**config.mk**
```make
export PLATFORM = sky130hd
export DESIGN_NAME = hpf_port
export DESIGN_NICKNAME = d
export VERILOG_FILES = /design/src/logic/hpf_pkg.sv /design/src/logic/hpf_port.sv
export SDC_FILE = /design/constraint.sdc
export NUM_CORES = 1
export LEC_CHECK = 0
export BUFFER_PORTS_ARGS = -buffer_cell sky130_fd_sc_hd__clkbuf_2
export CORE_UTILIZATION = 55
export CTS_BUF_LIST = sky130_fd_sc_hd__clkbuf_4
export DETAILED_ROUTE_END_ITERATION = 8
export PLACE_DENSITY = 0.83
export RECOVER_POWER = 25
export SLEW_MARGIN = 10
export SYNTH_ARGS = -nofsm -noshare
export SYNTH_HDL_FRONTEND = slang
export SYNTH_SLANG_ARGS = --single-unit
```
**constraint.sdc**
```tcl
create_clock -name clk_i -period 6.55 [get_ports clk_i]
set_input_delay 0.3275 -clock clk_i [delete_from_list [all_inputs] [get_ports clk_i]]
set_output_delay 0.3275 -clock clk_i [all_outputs]
set_load 0.02 [all_outputs]
```
**src/logic/hpf_pkg.sv**
```systemverilog
/*
 * Constants, register map and carrier types for the host port pin-function
 * block. Assumes a 32-bit classic Wishbone slave port and a 13-pin host port.
 */
package hpf_pkg;

    // ************************************************************
    // Sizes
    // ************************************************************
    localparam int unsigned HPF_PINS = 13;
    localparam int unsigned HPF_DW = 8;
    localparam int unsigned HPF_AW = 10;
    localparam int unsigned HPF_FIFO_DEPTH = 32;
    localparam int unsigned HPF_CW = 6;

    // ************************************************************
    // Register byte offsets
    // ************************************************************
    localparam logic [7:0] HPF_OFS_CTRL = 8'h00;
    localparam logic [7:0] HPF_OFS_DIR = 8'h04;
    localparam logic [7:0] HPF_OFS_GOUT = 8'h08;
    localparam logic [7:0] HPF_OFS_POL = 8'h0c;
    localparam logic [7:0] HPF_OFS_GIN = 8'h10;
    localparam logic [7:0] HPF_OFS_RXDATA = 8'h14;
    localparam logic [7:0] HPF_OFS_TXDATA = 8'h18;
    localparam logic [7:0] HPF_OFS_STAT = 8'h1c;

    // ************************************************************
    // Pin positions and status bits
    // ************************************************************
    localparam int unsigned HPF_PIN_A0 = 8;
    localparam int unsigned HPF_PIN_A2 = 10;
    localparam int unsigned HPF_PIN_RW = 11;
    localparam int unsigned HPF_PIN_DS = 12;
    localparam int unsigned HPF_ST_EMPTY = 0;
    localparam int unsigned HPF_ST_FULL = 1;
    localparam int unsigned HPF_ST_OVF = 2;
    localparam int unsigned HPF_ST_TAKEN = 3;
    localparam int unsigned HPF_ST_CNT = 8;

    // ************************************************************
    // Reset values
    // ************************************************************
    localparam logic [HPF_CW-1:0] HPF_CTRL_RST = 6'h00;
    localparam logic [HPF_PINS-1:0] HPF_PIN_RST = 13'h0000;
    localparam logic [HPF_DW-1:0] HPF_TX_RST = 8'h00;

    // Polarity bits: 1 means the strobe is active high
    typedef struct packed {
        logic ds_high;
        logic rs_high;
        logic as_high;
        logic dual;
        logic mux;
        logic host_fn;
    } hpf_ctrl_t;

    typedef struct packed {
        logic [HPF_AW-1:0] addr;
        logic [HPF_DW-1:0] data;
    } hpf_word_t;

endpackage : hpf_pkg

```
**src/logic/hpf_port.sv**
```systemverilog
/*
 * Host port pin-function select with its write FIFO and Wishbone slave.
 * Assumes pad inputs already synchronous to clk_i; the pad wire is resolved
 * outside from pad_o and pad_oe_o.
 */
`timescale 1ns/1ps

module hpf_fifo #(
    parameter int unsigned WIDTH = 18,
    parameter int unsigned DEPTH = 32
) (
    input wire logic clk_i,
    input wire logic rst_i,
    input wire logic in_valid_i,
    input wire logic [WIDTH-1:0] in_data_i,
    output logic in_ready_o,
    output logic out_valid_o,
    output logic [WIDTH-1:0] out_data_o,
    input wire logic out_ready_i,
    output logic [$clog2(DEPTH):0] count_o
);
    localparam int unsigned PW = $clog2(DEPTH);
    logic [WIDTH-1:0] mem [DEPTH];
    logic [PW-1:0] wp_q;
    logic [PW-1:0] rp_q;
    logic [PW:0] cnt_q;
    logic push;
    logic pop;

    assign in_ready_o = (cnt_q != (PW+1)'(DEPTH));
    assign out_valid_o = (cnt_q != '0);
    assign out_data_o = mem[rp_q];
    assign count_o = cnt_q;
    assign push = in_valid_i & in_ready_o;
    assign pop = out_valid_o & out_ready_i;

    always_ff @(posedge clk_i)
    begin
        if (push)
            mem[wp_q] <= in_data_i;
    end

    always_ff @(posedge clk_i)
    begin
        if (rst_i)
        begin
            wp_q <= '0;
            rp_q <= '0;
            cnt_q <= '0;
        end
        else
        begin
            if (push)
                wp_q <= wp_q + 1'b1;
            if (pop)
                rp_q <= rp_q + 1'b1;
            cnt_q <= cnt_q + (PW+1)'(push) - (PW+1)'(pop);
        end
    end
endmodule : hpf_fifo

module hpf_port (
    input wire logic clk_i,
    input wire logic rst_i,
    input wire logic wb_cyc_i,
    input wire logic wb_stb_i,
    input wire logic wb_we_i,
    input wire logic [7:0] wb_adr_i,
    input wire logic [3:0] wb_sel_i,
    input wire logic [31:0] wb_dat_i,
    output logic [31:0] wb_dat_o,
    output logic wb_ack_o,
    input wire logic [hpf_pkg::HPF_PINS-1:0] pad_i,
    output logic [hpf_pkg::HPF_PINS-1:0] pad_o,
    output logic [hpf_pkg::HPF_PINS-1:0] pad_oe_o
);
    import hpf_pkg::*;

    // ************************************************************
    // Register bus
    // ************************************************************
    function automatic logic [15:0] hpf_bwr(input logic [15:0] old, input logic [31:0] d,
                                            input logic [3:0] sel);
        hpf_bwr = old;
        if (sel[0])
            hpf_bwr[7:0] = d[7:0];
        if (sel[1])
            hpf_bwr[15:8] = d[15:8];
    endfunction : hpf_bwr

    hpf_ctrl_t ctrl_q;
    logic [HPF_PINS-1:0] dir_q;
    logic [HPF_PINS-1:0] gout_q;
    logic [HPF_PINS-1:0] pol_q;
    logic [HPF_PINS-1:0] gin_q;
    logic [HPF_DW-1:0] tx_q;
    logic ovf_q;
    logic taken_q;
    logic ack_q;
    logic [31:0] rdat_q;
    logic req;
    logic wr_en;
    logic rd_en;
    hpf_word_t head;
    logic head_valid;
    logic fifo_ready;
    logic [5:0] fifo_cnt;

    assign req = wb_cyc_i & wb_stb_i & ~ack_q;
    assign wr_en = req & wb_we_i;
    assign rd_en = req & ~wb_we_i;
    assign wb_ack_o = ack_q;
    assign wb_dat_o = rdat_q;

    // Ack is registered, so every access costs exactly one wait state
    always_ff @(posedge clk_i)
    begin
        if (rst_i)
            ack_q <= 1'b0;
        else
            ack_q <= req;
    end

    a_wb_ack: assert property (@(posedge clk_i) disable iff (rst_i)
        wb_cyc_i & wb_stb_i & !wb_ack_o |=> wb_ack_o ##1 !wb_ack_o)
        else $error("bus ack not one cycle");

    always_ff @(posedge clk_i)
    begin
        if (rst_i)
        begin
            ctrl_q <= hpf_ctrl_t'(HPF_CTRL_RST);
            dir_q <= HPF_PIN_RST;
            gout_q <= HPF_PIN_RST;
            pol_q <= HPF_PIN_RST;
            tx_q <= HPF_TX_RST;
        end
        else if (wr_en)
        begin
            case (wb_adr_i)
                HPF_OFS_CTRL: ctrl_q <= hpf_ctrl_t'(HPF_CW'(hpf_bwr({10'h000, ctrl_q}, wb_dat_i, wb_sel_i)));
                HPF_OFS_DIR: dir_q <= 13'(hpf_bwr({3'h0, dir_q}, wb_dat_i, wb_sel_i));
                HPF_OFS_GOUT: gout_q <= 13'(hpf_bwr({3'h0, gout_q}, wb_dat_i, wb_sel_i));
                HPF_OFS_POL: pol_q <= 13'(hpf_bwr({3'h0, pol_q}, wb_dat_i, wb_sel_i));
                HPF_OFS_TXDATA: tx_q <= 8'(hpf_bwr({8'h00, tx_q}, wb_dat_i, wb_sel_i));
                default: ;
            endcase
        end
    end

    // Unmapped reads return zero; a read of the receive word pops it
    always_ff @(posedge clk_i)
    begin
        if (rst_i)
        begin
            rdat_q <= 32'h0000_0000;
        end
        else if (rd_en)
        begin
            case (wb_adr_i)
                HPF_OFS_CTRL: rdat_q <= {26'h0, ctrl_q};
                HPF_OFS_DIR: rdat_q <= {19'h0, dir_q};
                HPF_OFS_GOUT: rdat_q <= {19'h0, gout_q};
                HPF_OFS_POL: rdat_q <= {19'h0, pol_q};
                HPF_OFS_GIN: rdat_q <= {19'h0, gin_q};
                HPF_OFS_RXDATA: rdat_q <= head_valid ? {14'h0, head} : 32'h0000_0000;
                HPF_OFS_TXDATA: rdat_q <= {24'h0, tx_q};
                HPF_OFS_STAT: rdat_q <= {18'h0, fifo_cnt, 4'h0, taken_q, ovf_q, ~fifo_ready, ~head_valid};
                default: rdat_q <= 32'h0000_0000;
            endcase
        end
    end

    // ************************************************************
    // Host strobe decode
    // ************************************************************
    logic as_act;
    logic rs_act;
    logic ds_act;
    logic rd_act;
    logic wr_act;
    logic wr_prev_q;
    logic rd_prev_q;
    logic [HPF_AW-1:0] addr_q;
    logic [HPF_DW-1:0] wdat_q;
    logic push;
    logic wr_end;
    logic rd_end;

    // Strobes obey the programmed polarity; the host must match it
    assign as_act = ~(pad_i[HPF_PIN_A0] ^ ctrl_q.as_high);
    assign rs_act = ~(pad_i[HPF_PIN_RW] ^ ctrl_q.rs_high);
    assign ds_act = ~(pad_i[HPF_PIN_DS] ^ ctrl_q.ds_high);
    assign rd_act = ctrl_q.host_fn & (ctrl_q.dual ? rs_act : ds_act & pad_i[HPF_PIN_RW]);
    assign wr_act = ctrl_q.host_fn & (ctrl_q.dual ? ds_act : ds_act & ~pad_i[HPF_PIN_RW]);
    assign wr_end = wr_prev_q & ~wr_act;
    assign rd_end = rd_prev_q & ~rd_act;
    assign push = wr_end & fifo_ready;

    always_ff @(posedge clk_i)
    begin
        if (rst_i)
        begin
            wr_prev_q <= 1'b0;
            rd_prev_q <= 1'b0;
        end
        else
        begin
            wr_prev_q <= wr_act;
            rd_prev_q <= rd_act;
        end
    end

    // Multiplexed address follows the bus while the strobe is active and
    // holds after it; non-multiplexed address is caught during the write
    always_ff @(posedge clk_i)
    begin
        if (rst_i)
        begin
            addr_q <= '0;
        end
        else if (ctrl_q.host_fn & ctrl_q.mux & as_act)
        begin
            addr_q <= {pad_i[HPF_PIN_A2:HPF_PIN_A0+1], pad_i[HPF_DW-1:0]};
        end
        else if (ctrl_q.host_fn & ~ctrl_q.mux & wr_act)
        begin
            addr_q <= {7'h00, pad_i[HPF_PIN_A2:HPF_PIN_A0]};
        end
    end

    a_mux_addr: assert property (@(posedge clk_i) disable iff (rst_i)
        ctrl_q.host_fn & ctrl_q.mux & as_act
        |=> addr_q == {$past(pad_i[HPF_PIN_A2:HPF_PIN_A0+1]), $past(pad_i[HPF_DW-1:0])})
        else $error("multiplexed address not latched");
    a_plain_addr: assert property (@(posedge clk_i) disable iff (rst_i)
        ctrl_q.host_fn & !ctrl_q.mux & wr_act |=> addr_q[2:0] == $past(pad_i[HPF_PIN_A2:HPF_PIN_A0]))
        else $error("non-multiplexed address wrong");

    // Data is sampled through the strobe so the word survives its release
    always_ff @(posedge clk_i)
    begin
        if (rst_i)
            wdat_q <= '0;
        else if (wr_act)
            wdat_q <= pad_i[HPF_DW-1:0];
    end

    // A full FIFO cannot stall the host, so the word is dropped and flagged;
    // a new event beats a clear in the same cycle
    always_ff @(posedge clk_i)
    begin
        if (rst_i)
        begin
            ovf_q <= 1'b0;
            taken_q <= 1'b0;
        end
        else
        begin
            ovf_q <= (wr_end & ~fifo_ready) |
                     (ovf_q & ~(wr_en & wb_adr_i == HPF_OFS_STAT & wb_sel_i[0] & wb_dat_i[HPF_ST_OVF]));
            taken_q <= rd_end |
                       (taken_q & ~(wr_en & wb_adr_i == HPF_OFS_STAT & wb_sel_i[0] & wb_dat_i[HPF_ST_TAKEN]));
        end
    end

    hpf_fifo #(
        .WIDTH(HPF_AW + HPF_DW),
        .DEPTH(HPF_FIFO_DEPTH)
    ) u_fifo (
        .clk_i(clk_i),
        .rst_i(rst_i),
        .in_valid_i(push),
        .in_data_i({addr_q, wdat_q}),
        .in_ready_o(fifo_ready),
        .out_valid_o(head_valid),
        .out_data_o(head),
        .out_ready_i(rd_en & (wb_adr_i == HPF_OFS_RXDATA)),
        .count_o(fifo_cnt)
    );

    a_write_push: assert property (@(posedge clk_i) disable iff (rst_i)
        wr_end & fifo_ready & !(rd_en & wb_adr_i == HPF_OFS_RXDATA & head_valid)
        |=> fifo_cnt == $past(fifo_cnt) + 6'h01)
        else $error("host write not queued");

    // ************************************************************
    // Pad drivers
    // ************************************************************
    always_ff @(posedge clk_i)
    begin
        if (rst_i)
            gin_q <= HPF_PIN_RST;
        else
            gin_q <= pad_i ^ pol_q;
    end

    for (genvar g = 0; g < HPF_PINS; g++)
    begin : g_pad
        always_ff @(posedge clk_i)
        begin
            if (rst_i)
            begin
                pad_oe_o[g] <= 1'b0;
                pad_o[g] <= 1'b0;
            end
            else if (!ctrl_q.host_fn)
            begin
                pad_oe_o[g] <= dir_q[g];
                pad_o[g] <= gout_q[g] ^ pol_q[g];
            end
            else if (g < HPF_DW)
            begin
                pad_oe_o[g] <= rd_act;
                pad_o[g] <= tx_q[g % HPF_DW];
            end
            else
            begin
                // Address and strobe pins stay inputs in host mode
                pad_oe_o[g] <= 1'b0;
                pad_o[g] <= 1'b0;
            end
        end
    end

    a_reset_hiz: assert property (@(posedge clk_i) $past(rst_i) |-> pad_oe_o == '0)
        else $error("pad enabled after reset");
    a_gpio_dir: assert property (@(posedge clk_i) disable iff (rst_i)
        !ctrl_q.host_fn ##1 !ctrl_q.host_fn |-> pad_oe_o == $past(dir_q))
        else $error("gpio direction mismatch");
    a_gpio_pol: assert property (@(posedge clk_i) disable iff (rst_i)
        !ctrl_q.host_fn ##1 !ctrl_q.host_fn |-> pad_o == ($past(gout_q) ^ $past(pol_q)))
        else $error("gpio output polarity wrong");
    a_host_inputs: assert property (@(posedge clk_i) disable iff (rst_i)
        ctrl_q.host_fn |=> pad_oe_o[HPF_PINS-1:HPF_DW] == '0)
        else $error("address pin driven in host mode");
    a_single_read: assert property (@(posedge clk_i) disable iff (rst_i)
        ctrl_q.host_fn & !ctrl_q.dual & ds_act & pad_i[HPF_PIN_RW] |=> pad_oe_o[HPF_DW-1:0] == 8'hff)
        else $error("single strobe read not driven");
    a_dual_read: assert property (@(posedge clk_i) disable iff (rst_i)
        ctrl_q.host_fn & ctrl_q.dual & rs_act & !ds_act ##1 ctrl_q.host_fn
        |-> pad_oe_o[0] && !wr_prev_q)
        else $error("double strobe read wrong");

    c_host_write: cover property (@(posedge clk_i) disable iff (rst_i) push);
    c_fifo_full: cover property (@(posedge clk_i) disable iff (rst_i) !fifo_ready);
    c_mux_read: cover property (@(posedge clk_i) disable iff (rst_i) ctrl_q.mux & rd_end);
    c_gpio_out: cover property (@(posedge clk_i) disable iff (rst_i) !ctrl_q.host_fn & pad_oe_o[0]);

endmodule : hpf_port

```
# Word-level counts from Yosys, hierarchy flattened
# Memories as Yosys holds them, arrays and structs flattened. A register that Yosys moved wholly into a read port is not among the register bits.
# Cells that the tools add are included.
# W data, S select, Z words.
# word_totals
reg_bits	163
mem_bits_rw	576
inputBits	62
word_cells	159
n_memories	1
# op_classes
addsub	4
eq_ne	8
muxes	26
bitwise	57
reduce_logical	12
# memory_table
name	depth	width	rd	rd_clocked_by_memory_dff	write_ports	line	rtl
u_fifo.mem	32	18	1	1	1	hpf_port.sv:23	logic [WIDTH-1:0] mem [DEPTH];
# op_table
cell	count
$pmux W18 S8	1
$eq A8 B5 Y1 const B	4
$and A1 B1 Y1	25
$reduce_and A3 Y1	8
$mux W1	20
$mux W10	2
$mux W18	1
$eq A8 B4 Y1 const B	2
$xor A1 B1 Y1	16
$not A1 Y1	13
$xor A13 B13 Y13	1
$add A5 B1 Y5 const B	2
$mux W5	2
$eq A8 B3 Y1 const B	1
$logic_not A8 Y1	1
$add A6 B1 Y6	1
$ne A6 B6 Y1 const B	1
$reduce_bool A6 Y1	1
$sub A6 B1 Y6	1
$or A1 B1 Y1	2
$reduce_bool A2 Y1	1
$reduce_or A2 Y1	1

# Depth between registers and ports, before layout
# depth
ltp_word	11
depth_mapped	14

# By module
# From an unflattened synthesis, not the netlist that was laid out.
# unflattened
hier_cells	1850
area_unflattened_um2	29206.8
# by_module_without_submodules
module	instances	cells_per_inst	area_each_um2
hpf_fifo	1	1183	23114.7
hpf_port	1	667	6092.1

# Worst setup path after synthesis
# No wires, ideal clock.
# synth_timing
kind	flip-flop to flip-flop
from	reg u_fifo.cnt_q[2], in the netlist u_fifo.count_o[2]
to	mem u_fifo.mem[31][0], enable pin
setup_time_ns	0.393
arrival_ns	2.340
required_time_ns	6.157
setup_slack_ns	3.817
path_stages_with_launch	7
n_path_buf	0
cell_sequence	dfxtp_1 -> inv_1 -> ha_1 -> nor4bb_1 -> a311oi_2 -> nand2_1 -> nor2_1
# synth_via
elab_chain_cells	5
# synth_lines
element	line	rtl
from (decl)	hpf_port.sv:26	logic [PW:0] cnt_q;
from (signal assigned)	hpf_port.sv:57	cnt_q <= cnt_q + (PW+1)'(push) - (PW+1)'(pop);
$ne A6 B6 Y1 *	hpf_port.sv:30	assign in_ready_o = (cnt_q != (PW+1)'(DEPTH));
$and A1 B1 Y1	hpf_port.sv:198	assign push = wr_end & fifo_ready;
$and A1 B1 Y1 *	hpf_port.sv:34	assign push = in_valid_i & in_ready_o;
$mux W1 *	hpf_port.sv:39	if (push)
$mux W1 (implied by the code) *	hpf_port.sv:40	mem[wp_q] <= in_data_i;
to (decl)	hpf_port.sv:23	
# Mark *: on every way between the ends. The rest lies on a longest branch, timed or not.

==> impl.org <==
** Setup path
- Gate family responsible for the most delay along the worst path :: buffers and inverters
- The number of cells on the worst reg-to-reg path is 6.
- Critical path startpoint category :: primary input
- For flop-to-flop paths, the worst setup slack is approximately 2.9 ns.
- STA puts the critical path data required time at 7.46 ns.
- STA puts the critical path data arrival time at about 5 ns.
- Among all stages on the critical path, the largest delay is contributed by sky130_fd_sc_hd__clkbuf_1.
- By startpoint and endpoint, the worst setup path is classified as primary input to flip-flop.
- Buffers and inverters on the worst path :: 3
- Maximum cell stage delay along the critical path :: 2.71 ns
- Along the worst path, the maximum fanout reaches just under 90.
- In this run the critical register-to-register path is captured at wb_dat_o[10].
- Kind of capture point of the worst setup path :: flip-flop
- Critical-path cell list :: dlygate4sd3_1, clkbuf_1, buf_4, nor2_1, and3_1, o211ai_1, o211ai_1
- CP dominant cell by count :: sky130_fd_sc_hd__o211ai_1

** Routing
- Via count :: approximately 18000
- First-pass iteration count of the detailed router :: 5
- After detailed routing, the average wire length per cell comes to between 20 and 30 microns.
- The detail route stage leaves a number of antenna-violating nets equal to 0.
- Remaining routing DRC violations :: 0
- For this block, the initial DRC count from the detailed router was about 2500.
- After detailed routing, the total wire length is between 70000 and 80000 microns.
- After detailed routing, the number of vias per cell comes to ~6.3.

** Global route
- Vias in the first global route :: between 15000 and 20000
- Overall global routing resource usage :: between 20% and 30%
- Pin count of the biggest net entering global routing :: between 90 and 100
- Global routing finished with a remaining overflow of 0.
- Antenna violations before repair :: 2
- The first global-routing pass estimated 108000 microns of wire.

** Yosys
- The synthesized netlist occupies a cell area of approximately 0.029 sq mm.
- In this run, synthesis inferred approximately 580 flip-flops with an integrated enable.
- Number of distinct library cells after synthesis :: between 70 and 80
- Sequential-to-total area share from yosys stat :: roughly 70%
- In the synthesized netlist, the number of instances is about 1800.
- In this run the biggest area consumer among cell types represents between 50 and 60% of the synthesized area.
- Avg Cell Area, Syn :: between 15 and 20 sq um
- Library cell occupying the most area in the post-synthesis netlist :: sky130_fd_sc_hd__edfxtp_1
- The commonest cells after synthesis are sky130_fd_sc_hd__edfxtp_1, sky130_fd_sc_hd__dfxtp_1, sky130_fd_sc_hd__mux4_2.
- In the synthesized netlist the async set-or-reset flop fraction comes to 0%.
- For this run, the number of Yosys warnings is 0.
- Most common cell in the netlist :: sky130_fd_sc_hd__edfxtp_1
- Number of flip-flops and latches in the synthesized netlist :: between 700 and 800
- Primary flip-flop cell chosen by synthesis mapping :: sky130_fd_sc_hd__edfxtp_1
- Ranked by total cell area, the synthesized netlist is headed by sky130_fd_sc_hd__edfxtp_1, sky130_fd_sc_hd__dfxtp_1, sky130_fd_sc_hd__mux4_2.

** Clock network
- Max Buffers Root-to-Sink :: 3
- The clock tree synthesis step divided the H-tree into 4 levels.
- Counting every sink on the clock net gives 730.
- Clock latency of the later-clocked register in the worst-skew pair :: about 1.1 ns
- Clock-pin slew was measured on the worst setup and hold paths at ~0.060 ns.
- CTS root buffer :: sky130_fd_sc_hd__clkbuf_4
- In this run, post-CTS repair resized a total of 0 instances.
- The number of clock buffers added by TritonCTS is 176.
- Post-CTS Repair Setup Buffers :: 0
- Clock tree from TritonCTS :: built

** Floorplan
- After floorplanning, the core was sized to cover between 0.05 and 0.06 sq mm.
- Die W :: 232 microns
- Once the floorplan was initialized, standard cells occupied 56.2% of the core.
- The floorplan step set the die height to 232 microns.
- The floorplan has 83 rows.
- Top Ports :: 121
- The floorplan step defined a die boundary enclosing about 0.054 sq mm.

** Placed design
- Once placement finished, the instance area stood at between 0.03 and 0.04 sq mm.
- At the end of routability-driven placement, the weighted congestion stood at between 0.9 and 1.
- Summed over all nets, the half-perimeter wirelength after detailed placement is around 43000 microns.
- Number of buffer cells added on primary ports :: 85

** Job
- Max-cap violations in this run came to 2.

** Finish
- Post-route cell area :: roughly 0.033 sq mm
- Ratio of cells with drive above 1 in the final layout :: 29.0%
- The net count of the finished layout is 2118.
- Compared with the post-synthesis result, the final layout area differs by 14.0%.

** Run status
- The final reports fail on capacitance limit, slew limit.
- Result of the run :: finished, violations left

** Timing
- Setup repair after global routing left no endpoint under its margin.
- Clock skew on the completed layout was measured at between 0.08 and 0.09 ns.
- The worst pin sits at a relative slew slack of -158%.
- On the final layout, the worst hold slack is roughly 0.11 ns.
- The count of final max-slew check failures came to about 120.
- For the pin with the worst max-slew slack, the measured transition is just under 4 ns.
- Sum of negative setup slack :: 0 ns
- The routed design could run at a clock period as short as about 4.2 ns.
- Count of final hold-check violations :: 0
- Post-route fraction of the period consumed by the critical path :: 64.5%
- Derived from the worst setup path, the maximum achievable clock frequency is between 200 and 250 MHz.
- Setup violations remaining at the end of the flow were counted as 0.

** Power and ir drop
- For this design the static power due to leakage is around 12 nW.
- Dividing total power by cell area gives a power density of 268 mW/mm^2.
- Peak supply drop :: between 200 and 250 uV

** Min path
- Along the worst hold path, the cell count comes to 5.
- In this run the worst hold path is classified as primary input to flip-flop.
- Worst hold path startpoint :: wb_adr_i[6]
- Worst-case hold path end point :: wb_dat_o[1]
==> registers in the layout (all words and copies together) (netlist names), 5 cells and up, named ones only <==
name and count:
addr_q 10, ctrl_q 6, dir_q 13, gin_q 13
gout_q 13, pad_o 13, pad_oe_o 13, pol_q 13
tx_q 8, u_fifo.count_o 6, u_fifo.mem 576, u_fifo.rp_q 5
u_fifo.wp_q 5, wb_dat_o 18, wdat_q 8
==> placed cells by master (no fill, tap or decap), types with 8 or more instances in the layout <==
master / instances
sky130_fd_sc_hd__a22oi_1: 13
sky130_fd_sc_hd__dlygate4sd3_1: 49
sky130_fd_sc_hd__buf_4: 50
sky130_fd_sc_hd__nand4_1: 12
sky130_fd_sc_hd__nor3_1: 21
sky130_fd_sc_hd__o211ai_1: 14
sky130_fd_sc_hd__clkinv_1: 50
sky130_fd_sc_hd__conb_1: 14
sky130_fd_sc_hd__xnor2_1: 24
sky130_fd_sc_hd__ha_1: 14
sky130_fd_sc_hd__clkbuf_4: 250
sky130_fd_sc_hd__a21o_1: 9
sky130_fd_sc_hd__a221oi_1: 12
sky130_fd_sc_hd__and2_1: 9
sky130_fd_sc_hd__edfxtp_1: 576
sky130_fd_sc_hd__mux2i_1: 68
sky130_fd_sc_hd__nor2b_1: 8
sky130_fd_sc_hd__xor2_1: 14
sky130_fd_sc_hd__a21oi_1: 72
sky130_fd_sc_hd__o21ai_0: 19
sky130_fd_sc_hd__nand2b_1: 9
sky130_fd_sc_hd__clkbuf_2: 84
sky130_fd_sc_hd__mux4_2: 131
sky130_fd_sc_hd__diode_2: 9
sky130_fd_sc_hd__nor2_1: 96
sky130_fd_sc_hd__dfxtp_1: 151
sky130_fd_sc_hd__nor2_2: 31
sky130_fd_sc_hd__nand3_1: 60
sky130_fd_sc_hd__mux2_2: 37
sky130_fd_sc_hd__o22ai_1: 29
sky130_fd_sc_hd__inv_1: 19
sky130_fd_sc_hd__nand2_1: 109
sky130_fd_sc_hd__a211oi_1: 13
==> kinds of logic after synthesis <==
kind of cell / Yosys count / share of synthesized area (%)
DFF: 730 / 70.2
other: 1 / 0.0129
xor gates and xnor gates: 38 / 1.15
adders and majority gates: 15 / 0.672
muxes: 236 / 13.9
AOI/OAI and AO/OA: 224 / 5.13
buffers and inverters: 132 / 2.40
and+or+nand+nor: 400 / 6.54
==> per-stage QoR <==
step,util [%],power [mW],instances,setup WS [ns]
after CTS,64.0,8.90,2865,2.98
final,64.0,8.87,2874,2.32
after global placement,58.5,5.12,2494,3.01
after floorplan,-,5.09,1789,3.82
after detailed placement,58.5,5.12,2494,2.98
after global routing,64.0,9.15,2869,1.96
==> worst min-delay path, cell delays in order <==
cell and delay [ns]:
sky130_fd_sc_hd__clkbuf_2 0.15, sky130_fd_sc_hd__or4b_1 0.31, sky130_fd_sc_hd__nor2_1 0.09, sky130_fd_sc_hd__a21oi_1 0.12
sky130_fd_sc_hd__a311oi_1 0.09
==> layer usage <==
| layer | vias up | part of all wire (%) | GRT usage [%] |
|---|---|---|---|
| li1 | 7591 | - | - |
| met1 | 8935 | 35 | 34.8 |
| met2 | 1313 | 48 | 44.2 |
| met3 | 246 | 12 | 6.70 |
| met4 | 0 | 4.6 | 15.2 |
| met5 | - | 0 | 0 |
==> worst max path at each step <==
stage / startpoint / cells after the start / to
6_report: rst_i / 7 / wb_dat_o[15]
2_1_floorplan: u_fifo.count_o[2] / 6 / u_fifo.mem[31][0]
3_5_place_dp: flip-flop / 6 / wb_dat_o[10]
5_1_grt: rst_i / 4 / pad_oe_o[11]
4_1_cts: flip-flop / 6 / wb_dat_o[10]
3_3_place_gp: flip-flop / 6 / wb_dat_o[10]
==> area by class of cell <==
type	count	area [sq um]
antenna	9	22.5
clock buffer	250	1880
clock inverter	72	459
fill	3498	18600
inverter	20	75.1
multi-input combinational	927	8120
sequential	730	20400
tap	680	851
timing repair buffer	186	1310
==> timing repair <==
item / in CTS / in global routing
setup endpoints to repair: 0 / 0
hold buffers: 49 / 0
endpoints found under the hold margin: 109 / 0
==> where the power goes <==
group          leakage, nW  switching (mW)  internal, mW  total (mW)
clock network         1.36            1.85          1.98        3.83
logic                 3.20          0.0741        0.0391       0.113
registers             7.69         0.00174          4.93        4.93
Note: power is estimated with default switching activity, not from simulation.
